`config.mk`:
```
export PLATFORM = sky130hd
export DESIGN_NAME = itcm_top
export DESIGN_NICKNAME = d
export VERILOG_FILES = /design/src/design/itcm_top.v
export VERILOG_INCLUDE_DIRS = /design/src /design/src/inc
export SDC_FILE = /design/constraint.sdc
export NUM_CORES = 1
export LEC_CHECK = 0
export ABC_AREA = 1
export BUFFER_PORTS_ARGS = -buffer_cell sky130_fd_sc_hd__buf_4
export CAP_MARGIN = 0
export CORE_MARGIN = 2
export CORE_UTILIZATION = 26
export DETAILED_ROUTE_END_ITERATION = 7
export GPL_TIMING_DRIVEN = 0
export PLACE_DENSITY = 0.39
export SKIP_CTS_REPAIR_TIMING = 1
export SYNTH_ARGS = -nofsm -noshare
export SYNTH_HDL_FRONTEND = slang
export SYNTH_SLANG_ARGS = --single-unit
```
`constraint.sdc`:
```
create_clock -name clk_sys -period 3.5 [get_ports clk_sys]
set_input_delay 0.525 -clock clk_sys [delete_from_list [all_inputs] [get_ports clk_sys]]
set_output_delay 0.525 -clock clk_sys [all_outputs]
set_load 0.02 [all_outputs]
```
`src/inc/itcm_defines.vh`:
```
`ifndef ITCM_DEFINES_VH
`define ITCM_DEFINES_VH

// Register byte offsets.
`define ITCM_OFS_ASSIGN0   8'h00
`define ITCM_OFS_STATUS    8'h28
`define ITCM_OFS_MASK      8'h2C
`define ITCM_OFS_CMD       8'h30
`define ITCM_OFS_STATE     8'h34
`define ITCM_OFS_SPEED0    8'h40
`define ITCM_NUM_TERM      10
`define ITCM_NUM_SPEED     8
`define ITCM_CODE_W        11
`define ITCM_SPEED_W       16
`define ITCM_CMD_W         24

// Assignment codes.
`define ITCM_OFF_BASE      11'h3E8
`define ITCM_CODE_RUN_FWD  11'h062
`define ITCM_CODE_RUN_REV  11'h063
`define ITCM_CODE_PPT      11'h045

// Reset values of the assignments.
`define ITCM_RST_ASSIGN0   11'h000
`define ITCM_RST_ASSIGN1   11'h001
`define ITCM_RST_ASSIGN2   11'h002
`define ITCM_RST_ASSIGN3   11'h007
`define ITCM_RST_ASSIGN4   11'h008
`define ITCM_RST_ASSIGN5   11'h3F1
`define ITCM_RST_ASSIGN6   11'h00A
`define ITCM_RST_ASSIGN7   11'h019

// Command vector bit positions.
`define ITCM_C_SS0     0
`define ITCM_C_SS1     1
`define ITCM_C_SS2     2
`define ITCM_C_COAST   3
`define ITCM_C_ARST    4
`define ITCM_C_TRIP    5
`define ITCM_C_JOG     6
`define ITCM_C_LE      7
`define ITCM_C_UDI     8
`define ITCM_C_PGHZ    9
`define ITCM_C_TB0     10
`define ITCM_C_TB1     11
`define ITCM_C_HTB     12
`define ITCM_C_BACKUP_SUPPLY_RUN   13
`define ITCM_C_NO_CREEP_RUN_START   14
`define ITCM_C_BRAKE_CHECK_INPUT    15
`define ITCM_C_DRS     16
`define ITCM_C_LOAD_BALANCE_COMP_START    17
`define ITCM_C_PPT     18
`define ITCM_C_FWD     19
`define ITCM_C_REV     20
`define ITCM_C_TRIP2   21
`define ITCM_C_TORQUE_REF_DECREASE_START   22
`define ITCM_C_CSMC    23

// Status and mask bit positions.
`define ITCM_S_TRIP    0
`define ITCM_S_TRIP2   1
`define ITCM_S_COAST   2
`define ITCM_S_BADSET  3
`define ITCM_S_ARST    4
`define ITCM_S_W       5

// Alarm reset least hold time.
`define ITCM_CLK_KHZ       50000
`define ITCM_RST_HOLD_MS   10
`define ITCM_RST_HOLD_CYC  (`ITCM_RST_HOLD_MS * `ITCM_CLK_KHZ)

`endif

```
`src/design/itcm_top.v`:
```
// Contract
// - Ten programmable terminals, each with its own command assignment.
// - Code N is active-on; N plus 1000 inverts the terminal first.
// - After reset every terminal uses a plain code N except terminal 5, which gets trip 1009.
// - Codes 69, 98 and 99 refuse their active-off variants.
// - Run forward and reverse codes only go to the two run terminals.
// - Trip 9 and slowdown 66 assert on OFF; trip 1009 asserts on ON.
// - Codes 0, 1 and 2 give speed-step bits of weight 1, 2, 4.
// - Three speed-step bits index one of eight stored speed commands.
// - Coast shuts output at once with no alarm, releases when it drops.
// - Code 24 is the link command enable, code 25 a monitor input.
// - Codes 60, 61 select torque offset bits; code 62 holds it.
// - Code 67 starts load balance compensation; code 69 pole tuning.
// - Codes 101, 102, 103: second trip, torque decrease, contactor ok.
// - Alarm reset clears alarm on assert, hold state on release once held for RST_HOLD_CYC cycles.
// - External trip shuts output, raises alarm, latches until reset.
// - Without any link enable terminal the enable reads as asserted.
`timescale 1ns/1ps
`include "itcm_defines.vh"
module itcm_top #(
    parameter RST_HOLD_CYC = `ITCM_RST_HOLD_CYC
) (
    input  wire        clk_sys,                   // System clock, 50 MHz.
    input  wire        reset_n,                   // Async reset, low.
    input  wire [9:0]  term_pin,                  // Terminals; 8 fwd, 9 rev.
    input  wire [7:0]  reg_addr,                  // Register byte address.
    input  wire [31:0] reg_wdata,                 // Register write data.
    input  wire        reg_wr,                    // Write strobe.
    input  wire        reg_rd,                    // Read strobe.
    output reg  [31:0] reg_rdata,                 // Read data, next cycle.
    output wire        irq,                       // Level interrupt.
    output reg  [2:0]  speed_step_index,          // Selected speed step.
    output reg  [15:0] speed_command,             // Selected speed value.
    output reg         drive_enable,              // Output may run.
    output reg         alarm_output,              // Alarm relay.
    output reg         coast_stop_cmd,            // Coast command.
    output reg         external_trip_cmd,         // Trip input level.
    output reg         external_trip2_cmd,        // Second trip level.
    output reg         inching_enable,            // Jog enable.
    output reg         link_command_enable,       // Link commands allowed.
    output reg         monitor_only_input,        // Monitor-only bit.
    output reg         encoder_vector_enable,     // Encoder vector mode.
    output reg  [1:0]  torque_offset_sel,         // Torque offset select.
    output reg         torque_offset_hold,        // Torque offset hold.
    output reg         backup_supply_run,         // Battery run.
    output reg         no_creep_run_start,        // Creepless start.
    output reg         brake_check_input,         // Brake check.
    output reg         forced_slowdown_cmd,       // Forced slowdown.
    output reg         load_balance_comp_start,   // Balance comp start.
    output reg         pole_offset_tune_cmd,      // Pole offset tuning.
    output reg         run_forward_cmd,           // Run forward.
    output reg         run_backward_cmd,          // Run backward.
    output reg         torque_ref_decrease_start, // Torque decrease start.
    output reg         output_contactor_confirm   // Contactor confirmed.
);

    // Command one-hot for an assignment code.
    function [`ITCM_CMD_W-1:0] code_cmd;
        input [`ITCM_CODE_W-1:0] c;
        reg   [`ITCM_CODE_W-1:0] b;
        begin
            code_cmd = {`ITCM_CMD_W{1'b0}};
            b = (c >= `ITCM_OFF_BASE) ? c - `ITCM_OFF_BASE : c;
            case (b)
                11'h000: code_cmd[`ITCM_C_SS0]   = 1'b1;
                11'h001: code_cmd[`ITCM_C_SS1]   = 1'b1;
                11'h002: code_cmd[`ITCM_C_SS2]   = 1'b1;
                11'h007: code_cmd[`ITCM_C_COAST] = 1'b1;
                11'h008: code_cmd[`ITCM_C_ARST]  = 1'b1;
                11'h009: code_cmd[`ITCM_C_TRIP]  = 1'b1;
                11'h00A: code_cmd[`ITCM_C_JOG]   = 1'b1;
                11'h018: code_cmd[`ITCM_C_LE]    = 1'b1;
                11'h019: code_cmd[`ITCM_C_UDI]   = 1'b1;
                11'h01B: code_cmd[`ITCM_C_PGHZ]  = 1'b1;
                11'h03C: code_cmd[`ITCM_C_TB0]   = 1'b1;
                11'h03D: code_cmd[`ITCM_C_TB1]   = 1'b1;
                11'h03E: code_cmd[`ITCM_C_HTB]   = 1'b1;
                11'h03F: code_cmd[`ITCM_C_BACKUP_SUPPLY_RUN] = 1'b1;
                11'h040: code_cmd[`ITCM_C_NO_CREEP_RUN_START] = 1'b1;
                11'h041: code_cmd[`ITCM_C_BRAKE_CHECK_INPUT]  = 1'b1;
                11'h042: code_cmd[`ITCM_C_DRS]   = 1'b1;
                11'h043: code_cmd[`ITCM_C_LOAD_BALANCE_COMP_START]  = 1'b1;
                11'h045: code_cmd[`ITCM_C_PPT]   = 1'b1;
                11'h062: code_cmd[`ITCM_C_FWD]   = 1'b1;
                11'h063: code_cmd[`ITCM_C_REV]   = 1'b1;
                11'h065: code_cmd[`ITCM_C_TRIP2] = 1'b1;
                11'h066: code_cmd[`ITCM_C_TORQUE_REF_DECREASE_START] = 1'b1;
                11'h067: code_cmd[`ITCM_C_CSMC]  = 1'b1;
                default: code_cmd = {`ITCM_CMD_W{1'b0}};
            endcase
        end
    endfunction

    // Trip and slowdown are fail-safe, so their inversion sense flips.
    function code_inv;
        input [`ITCM_CODE_W-1:0] c;
        begin
            code_inv = (c >= `ITCM_OFF_BASE) ^
                       (c == 11'h009 || c == 11'h042 ||
                        c == 11'h3F1 || c == 11'h42A);
        end
    endfunction

    // A refused code leaves the old assignment in place.
    function code_ok;
        input [31:0] d;
        input [3:0]  t;
        reg   [`ITCM_CODE_W-1:0] c;
        begin
            c = d[`ITCM_CODE_W-1:0];
            code_ok = (d[31:`ITCM_CODE_W] == 21'h000000);
            if (c == `ITCM_CODE_PPT + `ITCM_OFF_BASE ||
                c == `ITCM_CODE_RUN_FWD + `ITCM_OFF_BASE ||
                c == `ITCM_CODE_RUN_REV + `ITCM_OFF_BASE)
                code_ok = 1'b0;
            if ((c == `ITCM_CODE_RUN_FWD || c == `ITCM_CODE_RUN_REV) &&
                t < 4'h8)
                code_ok = 1'b0;
        end
    endfunction

    reg  [`ITCM_CODE_W-1:0]  asg_r [0:`ITCM_NUM_TERM-1];
    reg  [`ITCM_SPEED_W-1:0] speed_r [0:`ITCM_NUM_SPEED-1];
    reg  [9:0]               sync1_r;
    reg  [9:0]               sync2_r;
    reg  [`ITCM_CMD_W-1:0]   cmd_r;
    reg  [`ITCM_CMD_W-1:0]   cmd_nxt;
    reg                      le_assigned;
    reg  [`ITCM_S_W-1:0]     status_r;
    reg  [`ITCM_S_W-1:0]     mask_r;
    reg  [`ITCM_S_W-1:0]     ev;
    reg                      trip_hold_r;
    reg  [18:0]              arst_cnt_r;
    reg                      arst_long_r;
    reg                      bad_wr;
    reg  [31:0]              rd_nxt;
    wire [3:0]               widx;
    wire [2:0]               sidx;
    wire                     trip_any;
    wire                     arst_rise;
    wire                     arst_fall;
    integer                  i;

    assign widx = reg_addr[5:2];
    assign sidx = reg_addr[4:2];
    assign trip_any = cmd_nxt[`ITCM_C_TRIP] | cmd_nxt[`ITCM_C_TRIP2];
    assign arst_rise = cmd_nxt[`ITCM_C_ARST] & ~cmd_r[`ITCM_C_ARST];
    assign arst_fall = ~cmd_nxt[`ITCM_C_ARST] & cmd_r[`ITCM_C_ARST];
    assign irq = |(status_r & mask_r);

    // Two-stage synchroniser on every terminal pin.
    always @(posedge clk_sys or negedge reset_n) begin
        if (!reset_n) begin
            sync1_r <= 10'h000;
            sync2_r <= 10'h000;
        end else begin
            sync1_r <= term_pin;
            sync2_r <= sync1_r;
        end
    end

    // Commands are the OR of every terminal that carries them.
    always @* begin
        cmd_nxt = {`ITCM_CMD_W{1'b0}};
        le_assigned = 1'b0;
        for (i = 0; i < `ITCM_NUM_TERM; i = i + 1) begin
            if (sync2_r[i] ^ code_inv(asg_r[i]))
                cmd_nxt = cmd_nxt | code_cmd(asg_r[i]);
            if (code_cmd(asg_r[i]) == (24'h000001 << `ITCM_C_LE))
                le_assigned = 1'b1;
        end
        if (!le_assigned)
            cmd_nxt[`ITCM_C_LE] = 1'b1;
    end

    // Events for the sticky status register.
    always @* begin
        bad_wr = reg_wr && reg_addr < 8'h28 &&
                 !code_ok(reg_wdata, widx);
        ev = {`ITCM_S_W{1'b0}};
        ev[`ITCM_S_TRIP]   = cmd_nxt[`ITCM_C_TRIP] &
                             ~cmd_r[`ITCM_C_TRIP];
        ev[`ITCM_S_TRIP2]  = cmd_nxt[`ITCM_C_TRIP2] &
                             ~cmd_r[`ITCM_C_TRIP2];
        ev[`ITCM_S_COAST]  = cmd_nxt[`ITCM_C_COAST] &
                             ~cmd_r[`ITCM_C_COAST];
        ev[`ITCM_S_BADSET] = bad_wr;
        ev[`ITCM_S_ARST]   = arst_rise;
    end

    // Register writes.
    always @(posedge clk_sys or negedge reset_n) begin
        if (!reset_n) begin
            asg_r[0] <= `ITCM_RST_ASSIGN0;
            asg_r[1] <= `ITCM_RST_ASSIGN1;
            asg_r[2] <= `ITCM_RST_ASSIGN2;
            asg_r[3] <= `ITCM_RST_ASSIGN3;
            asg_r[4] <= `ITCM_RST_ASSIGN4;
            asg_r[5] <= `ITCM_RST_ASSIGN5;
            asg_r[6] <= `ITCM_RST_ASSIGN6;
            asg_r[7] <= `ITCM_RST_ASSIGN7;
            asg_r[8] <= `ITCM_CODE_RUN_FWD;
            asg_r[9] <= `ITCM_CODE_RUN_REV;
            for (i = 0; i < `ITCM_NUM_SPEED; i = i + 1)
                speed_r[i] <= 16'h0000;
            mask_r   <= 5'h00;
            status_r <= 5'h00;
        end else begin
            if (reg_wr && reg_addr < 8'h28 && !bad_wr)
                asg_r[widx] <= reg_wdata[`ITCM_CODE_W-1:0];
            if (reg_wr && reg_addr >= `ITCM_OFS_SPEED0 &&
                reg_addr < 8'h60)
                speed_r[sidx] <= reg_wdata[`ITCM_SPEED_W-1:0];
            if (reg_wr && reg_addr == `ITCM_OFS_MASK)
                mask_r <= reg_wdata[`ITCM_S_W-1:0];
            // A new event wins over a clear in the same cycle.
            if (reg_wr && reg_addr == `ITCM_OFS_STATUS)
                status_r <= (status_r & ~reg_wdata[`ITCM_S_W-1:0]) | ev;
            else
                status_r <= status_r | ev;
        end
    end

    // Alarm, trip hold and alarm reset timing.
    always @(posedge clk_sys or negedge reset_n) begin
        if (!reset_n) begin
            trip_hold_r  <= 1'b0;
            alarm_output <= 1'b0;
            arst_cnt_r   <= 19'h00000;
            arst_long_r  <= 1'b0;
            drive_enable <= 1'b0;
        end else begin
            if (cmd_r[`ITCM_C_ARST]) begin
                if (arst_cnt_r >= RST_HOLD_CYC[18:0] - 19'h00001)
                    arst_long_r <= 1'b1;
                else
                    arst_cnt_r <= arst_cnt_r + 19'h00001;
            end else begin
                arst_cnt_r  <= 19'h00000;
                arst_long_r <= 1'b0;
            end
            if (trip_any) begin
                trip_hold_r  <= 1'b1;
                alarm_output <= 1'b1;
            end else begin
                if (arst_rise)
                    alarm_output <= 1'b0;
                if (arst_fall && arst_long_r)
                    trip_hold_r <= 1'b0;
            end
            drive_enable <= ~cmd_nxt[`ITCM_C_COAST] &
                            ~trip_any & ~trip_hold_r;
        end
    end

    // Registered command outputs.
    always @(posedge clk_sys or negedge reset_n) begin
        if (!reset_n) begin
            cmd_r                     <= 24'h000000;
            speed_step_index          <= 3'h0;
            speed_command             <= 16'h0000;
            coast_stop_cmd            <= 1'b0;
            external_trip_cmd         <= 1'b0;
            external_trip2_cmd        <= 1'b0;
            inching_enable            <= 1'b0;
            link_command_enable       <= 1'b0;
            monitor_only_input        <= 1'b0;
            encoder_vector_enable     <= 1'b0;
            torque_offset_sel         <= 2'h0;
            torque_offset_hold        <= 1'b0;
            backup_supply_run         <= 1'b0;
            no_creep_run_start        <= 1'b0;
            brake_check_input         <= 1'b0;
            forced_slowdown_cmd       <= 1'b0;
            load_balance_comp_start   <= 1'b0;
            pole_offset_tune_cmd      <= 1'b0;
            run_forward_cmd           <= 1'b0;
            run_backward_cmd          <= 1'b0;
            torque_ref_decrease_start <= 1'b0;
            output_contactor_confirm  <= 1'b0;
        end else begin
            cmd_r            <= cmd_nxt;
            speed_step_index <= cmd_nxt[2:0];
            speed_command    <= speed_r[cmd_nxt[2:0]];
            coast_stop_cmd            <= cmd_nxt[`ITCM_C_COAST];
            external_trip_cmd         <= cmd_nxt[`ITCM_C_TRIP];
            external_trip2_cmd        <= cmd_nxt[`ITCM_C_TRIP2];
            inching_enable            <= cmd_nxt[`ITCM_C_JOG];
            link_command_enable       <= cmd_nxt[`ITCM_C_LE];
            monitor_only_input        <= cmd_nxt[`ITCM_C_UDI];
            encoder_vector_enable     <= cmd_nxt[`ITCM_C_PGHZ];
            torque_offset_sel         <= cmd_nxt[11:10];
            torque_offset_hold        <= cmd_nxt[`ITCM_C_HTB];
            backup_supply_run         <= cmd_nxt[`ITCM_C_BACKUP_SUPPLY_RUN];
            no_creep_run_start        <= cmd_nxt[`ITCM_C_NO_CREEP_RUN_START];
            brake_check_input         <= cmd_nxt[`ITCM_C_BRAKE_CHECK_INPUT];
            forced_slowdown_cmd       <= cmd_nxt[`ITCM_C_DRS];
            load_balance_comp_start   <= cmd_nxt[`ITCM_C_LOAD_BALANCE_COMP_START];
            pole_offset_tune_cmd      <= cmd_nxt[`ITCM_C_PPT];
            run_forward_cmd           <= cmd_nxt[`ITCM_C_FWD];
            run_backward_cmd          <= cmd_nxt[`ITCM_C_REV];
            torque_ref_decrease_start <= cmd_nxt[`ITCM_C_TORQUE_REF_DECREASE_START];
            output_contactor_confirm  <= cmd_nxt[`ITCM_C_CSMC];
        end
    end

    // Read mux; unmapped addresses read zero.
    always @* begin
        rd_nxt = 32'h00000000;
        if (reg_addr < 8'h28)
            rd_nxt[`ITCM_CODE_W-1:0] = asg_r[widx];
        else if (reg_addr == `ITCM_OFS_STATUS)
            rd_nxt[`ITCM_S_W-1:0] = status_r;
        else if (reg_addr == `ITCM_OFS_MASK)
            rd_nxt[`ITCM_S_W-1:0] = mask_r;
        else if (reg_addr == `ITCM_OFS_CMD)
            rd_nxt[`ITCM_CMD_W-1:0] = cmd_r;
        else if (reg_addr == `ITCM_OFS_STATE)
            rd_nxt[3:0] = {trip_hold_r, alarm_output, drive_enable,
                           arst_long_r};
        else if (reg_addr >= `ITCM_OFS_SPEED0 && reg_addr < 8'h60)
            rd_nxt[`ITCM_SPEED_W-1:0] = speed_r[sidx];
    end

    always @(posedge clk_sys or negedge reset_n) begin
        if (!reset_n)
            reg_rdata <= 32'h00000000;
        else if (reg_rd)
            reg_rdata <= rd_nxt;
        else
            reg_rdata <= 32'h00000000;
    end

endmodule // itcm_top

```
==> impl_metrics.sql <==
INSERT INTO impl_metrics (metric_group, metric, value, unit) VALUES
('status', 'run_status', 'complete, but fails checks', ''),
('status', 'failed_checks', 'negative setup slack', ''),
('synth', 'synth.area.mux_share', '0', '%'),
('floorplan', 'initial_core_util', '26.17', '%'),
('synth', 'fraction_of_the_mapped_netlist_area_in_compound_gates', '13.86', '%'),
('placement', 'dp_cell_count', '4794', ''),
('pwr', 'cell_internal_pwr', '7.857', 'mW'),
('layout', 'share_of_post_route_cells_with_drive_strength_above_1', '12.80', '%'),
('synth', 'synth.avg_cell_area', '6.884', 'um^2'),
('placement', 'numPortBuffers', '118', ''),
('pwr', 'power.share.clock', '47.7', '%'),
('layout', 'nFillCells', '10110', ''),
('global_route', 'number_of_antenna_violations_at_the_first_check_in_global_routing', '5', ''),
('pwr', 'seq_power_share', '41.2', '%'),
('clocking', 'inserted_clock_buffers', '46', ''),
('synth', 'async_flop_share', '100.0', '%'),
('timing', 'maximum_operating_frequency', '283.9', 'MHz'),
('global_route', 'largest_net_degree_at_the_start_of_global_routing', '105', ''),
('timing', 'final.setup.worst_slack', '-22.08', 'ps'),
('drt', 'drcViolationCount', '0', ''),
('pwr', 'total_leakage_power', '13.07', 'nW'),
('critical_path', 'start_kind', 'input pin', ''),
('clocking', 'clkSinkCount', '355', ''),
('drt', 'drt_iter0_markers', '2362', ''),
('layout', 'layout.core_utilization', '31.36', '%'),
('critical_path', 'cp_delay_by_family_top', 'buffers and inverters', ''),
('timing', 'setup_viol_count_final', '1', ''),
('timing', 'clock_skew', '52.23', 'ps'),
('pwr', 'power.total', '11.00', 'mW'),
('layout', 'area_growth_syn_to_layout', '19.84', '%'),
('synth', 'synth.ff_latch_count', '355', ''),
('synth', 'syn_area', '0.02395', 'mm^2'),
('timing', 'worst_hold_slack', '25.59', 'ps'),
('synth', 'synth_adder_area_share', '0.5747', '%'),
('layout', 'layout_commonest_cell', 'sky130_fd_sc_hd__nand2_1', ''),
('drt', 'number_of_vias_in_the_routed_layout', '25680', ''),
('timing', 'timing.final.crit_period', '3522', 'ps'),
('pwr', 'swShare', '28.61', '%'),
('global_route', 'grt_overflow', '0', ''),
('synth', 'synth_cells', '3479', ''),
('critical_path', 'critical_path.cell_chain', 'buf_4 -> inv_1 -> nand2_1 -> clkbuf_1 -> clkbuf_1 -> o22ai_1 -> o21ai_0 -> nand3_1 -> nand3_1 -> o311ai_0 -> inv_1', ''),
('clocking', 'cts-root-to-sink-buffers', '3', ''),
('synth', 'synth.yosys.seq_area_share', '37.23', '%'),
('synth', 'synth.yosys.warnings', '0', ''),
('synth', 'yosys.area_share.xor_xnor', '1.897', '%'),
('drt', 'drtPass1Iterations', '5', ''),
('synth', 'yosys.area.top_type', 'sky130_fd_sc_hd__dfrtp_1', ''),
('clocking', 'worstSkewPairLatency', '650', 'ps'),
('synth', 'synthDistinctLibCells', '60', ''),
('critical_path', 'crit_type', 'input pin to flop', ''),
('pwr', 'pwr-share-comb', '11.1', '%'),
('clocking', 'tritoncts', 'done', ''),
('layout', 'mostFrequentLayoutCells', 'sky130_fd_sc_hd__nand2_1, sky130_fd_sc_hd__nand3_1, sky130_fd_sc_hd__inv_1', ''),
('clocking', 'clock_tree.htree_level_count', '2', ''),
('timing', 'finalCritPeriodShare', '100.6', '%'),
('timing', 'maxSlewViolCount', '0', ''),
('synth', 'synth_top_family_by_area', 'simple AND/OR/NAND/NOR gates', ''),
('critical_path', 'timing.critical_path.required', '4040', 'ps'),
('placement', 'finalWeightedCongestion', '1.017', ''),
('timing', 'tightest_slew', '1438', 'ps'),
('global_route', 'vias_in_the_first_global_route', '24330', ''),
('floorplan', 'full_die_area', '0.09455', 'mm^2'),
('clocking', 'clk_root_buffer_cell', 'sky130_fd_sc_hd__clkbuf_16', ''),
('timing', 'setup_tns', '-22.08', 'ps'),
('floorplan', 'top_level_ports', '128', ''),
('critical_path', 'cp_slowest_cell', 'sky130_fd_sc_hd__clkbuf_1', ''),
('global_route', 'track_usage', '25.19', '%'),
('clocking', 'cts.reportedPaths.clkPinSlew', '60', 'ps'),
('synth', 'top_cells_by_area_synth', 'sky130_fd_sc_hd__dfrtp_1, sky130_fd_sc_hd__nand2_1, sky130_fd_sc_hd__nand3_1, sky130_fd_sc_hd__o21ai_0, sky130_fd_sc_hd__inv_1', ''),
('pwr', 'power-per-cell-area', '383.5', 'mW/mm^2'),
('floorplan', 'floorplan.rows', '111', '');
-- cell families after synthesis --
family,Yosys count
fa+ha+maj,11
simple gates,1879
flops,355
buf+inv,610
xor+xnor,48
compound gates,575
other cells,1
-- layer usage --
layer  vias to the layer above  track usage [%]  wire [um]
met5                         -                0          0
met4                         0            8.270       4257
met3                       165            3.393       7550
met2                       906            38.86      53050
met1                     12560            36.12      55880
li1                      12050                -          -
-- cell type report --
cell class,instances,area (um^2),share of cell area [%]
Clock buffer,62,1251,4.360
Inverter,422,1589,5.537
Clock inverter,23,389.1,1.356
Timing Repair Buffer,149,1244,4.334
Buffer,186,1066,3.715
Antenna cell,4,10.01,0.03488
Multi-Input combinational cell,2521,12740,44.39
Tap cell,1186,1484,5.171
Sequential cell,355,8927,31.11
-- worst register-to-register path: cells and delay by family (launching register included) --
kind / cells / cell delay, ps
adders and majority gates: 1 / 210
DFF: 1 / 600
AOI/OAI and AO/OA: 4 / 690
and+or+nand+nor: 7 / 1410
buffers and inverters: 3 / 430
-- metrics by stage --
stage / area [um^2] / setup slack, ps
floorplan: 23970 / 735.3
global placement: 26340 / -2168
detailed placement: 26450 / -727.1
CTS: 28090 / -325.7
global route: 28690 / -37.21
finish: 28700 / -22.08
-- flip-flops by register name, summed over array words and instances, names as in the netlist --
name           cells
sync2_r           10
arst_long_r        1
mask_r             5
speed_command     16
speed_r          128
reg_rdata         24
arst_cnt_r        19
status_r           5
sync1_r           10
asg_r             99
drive_enable       1
alarm_output       1
cmd_r             24
trip_hold_r        1
code_cmd.c        11
-- path summary, 6_finish.rpt --
path / start / slack (ps) / cells past startpoint / end
hold reg to reg: sync1_r[2]$_DFF_PN0_ / 350 / 0 / sync2_r[2]$_DFF_PN0_
max in group asynchronous: reset_n / 1480 / 4 / asg_r[15]$_DFFE_PN0P_
min in group asynchronous: reset_n / 470 / 2 / speed_r[92]$_DFFE_PN0P_
setup reg to reg: asg_r[37]$_DFFE_PN0P_ / 50 / 15 / cmd_r[7]$_DFF_PN0_
hold / removal: term_pin[8] / 30 / 1 / sync1_r[8]$_DFF_PN0_
setup / recovery: reg_addr[2] / -20 / 11 / reg_rdata[6]$_DFF_PN0_
-- cells in the mapped netlist (4+ instances only) --
master and instances:
sky130_fd_sc_hd__o31ai_1 7, sky130_fd_sc_hd__nand3_1 416, sky130_fd_sc_hd__o22ai_1 85, sky130_fd_sc_hd__buf_6 26
sky130_fd_sc_hd__nor2_1 289, sky130_fd_sc_hd__o311ai_0 9, sky130_fd_sc_hd__o21ai_1 10, sky130_fd_sc_hd__buf_4 28
sky130_fd_sc_hd__nor2_2 17, sky130_fd_sc_hd__a22oi_1 10, sky130_fd_sc_hd__a31oi_1 6, sky130_fd_sc_hd__or2_2 11
sky130_fd_sc_hd__nor2_4 5, sky130_fd_sc_hd__nor3b_1 10, sky130_fd_sc_hd__a211oi_1 10, sky130_fd_sc_hd__a21oi_1 37
sky130_fd_sc_hd__a21oi_2 6, sky130_fd_sc_hd__nand2_2 17, sky130_fd_sc_hd__o221ai_1 4, sky130_fd_sc_hd__clkinv_1 7
sky130_fd_sc_hd__nor3_1 68, sky130_fd_sc_hd__clkbuf_1 98, sky130_fd_sc_hd__o2111ai_1 9, sky130_fd_sc_hd__nor4_1 34
sky130_fd_sc_hd__nand3b_1 43, sky130_fd_sc_hd__nand3_2 5, sky130_fd_sc_hd__ha_1 11, sky130_fd_sc_hd__dfstp_2 25
sky130_fd_sc_hd__o21ai_2 7, sky130_fd_sc_hd__o41ai_1 8, sky130_fd_sc_hd__buf_2 23, sky130_fd_sc_hd__nand4_1 129
sky130_fd_sc_hd__a221oi_1 8, sky130_fd_sc_hd__xor2_1 43, sky130_fd_sc_hd__inv_1 404, sky130_fd_sc_hd__o21ai_0 344
sky130_fd_sc_hd__dfrtp_1 330, sky130_fd_sc_hd__nand2_1 825, sky130_fd_sc_hd__buf_1 10, sky130_fd_sc_hd__inv_2 11
-- power groups by stage --
stage | clock network, mW | registers (mW) | logic [mW]
floorplan | 0 | 4.58 | 0.591
global placement | 0 | 4.60 | 1.19
detailed placement | 0 | 4.59 | 1.21
CTS | 5.37 | 4.53 | 1.21
global route | 5.54 | 4.56 | 1.34
finish | 5.25 | 4.53 | 1.22
No activity file was read; power rests on OpenSTA's default activity.
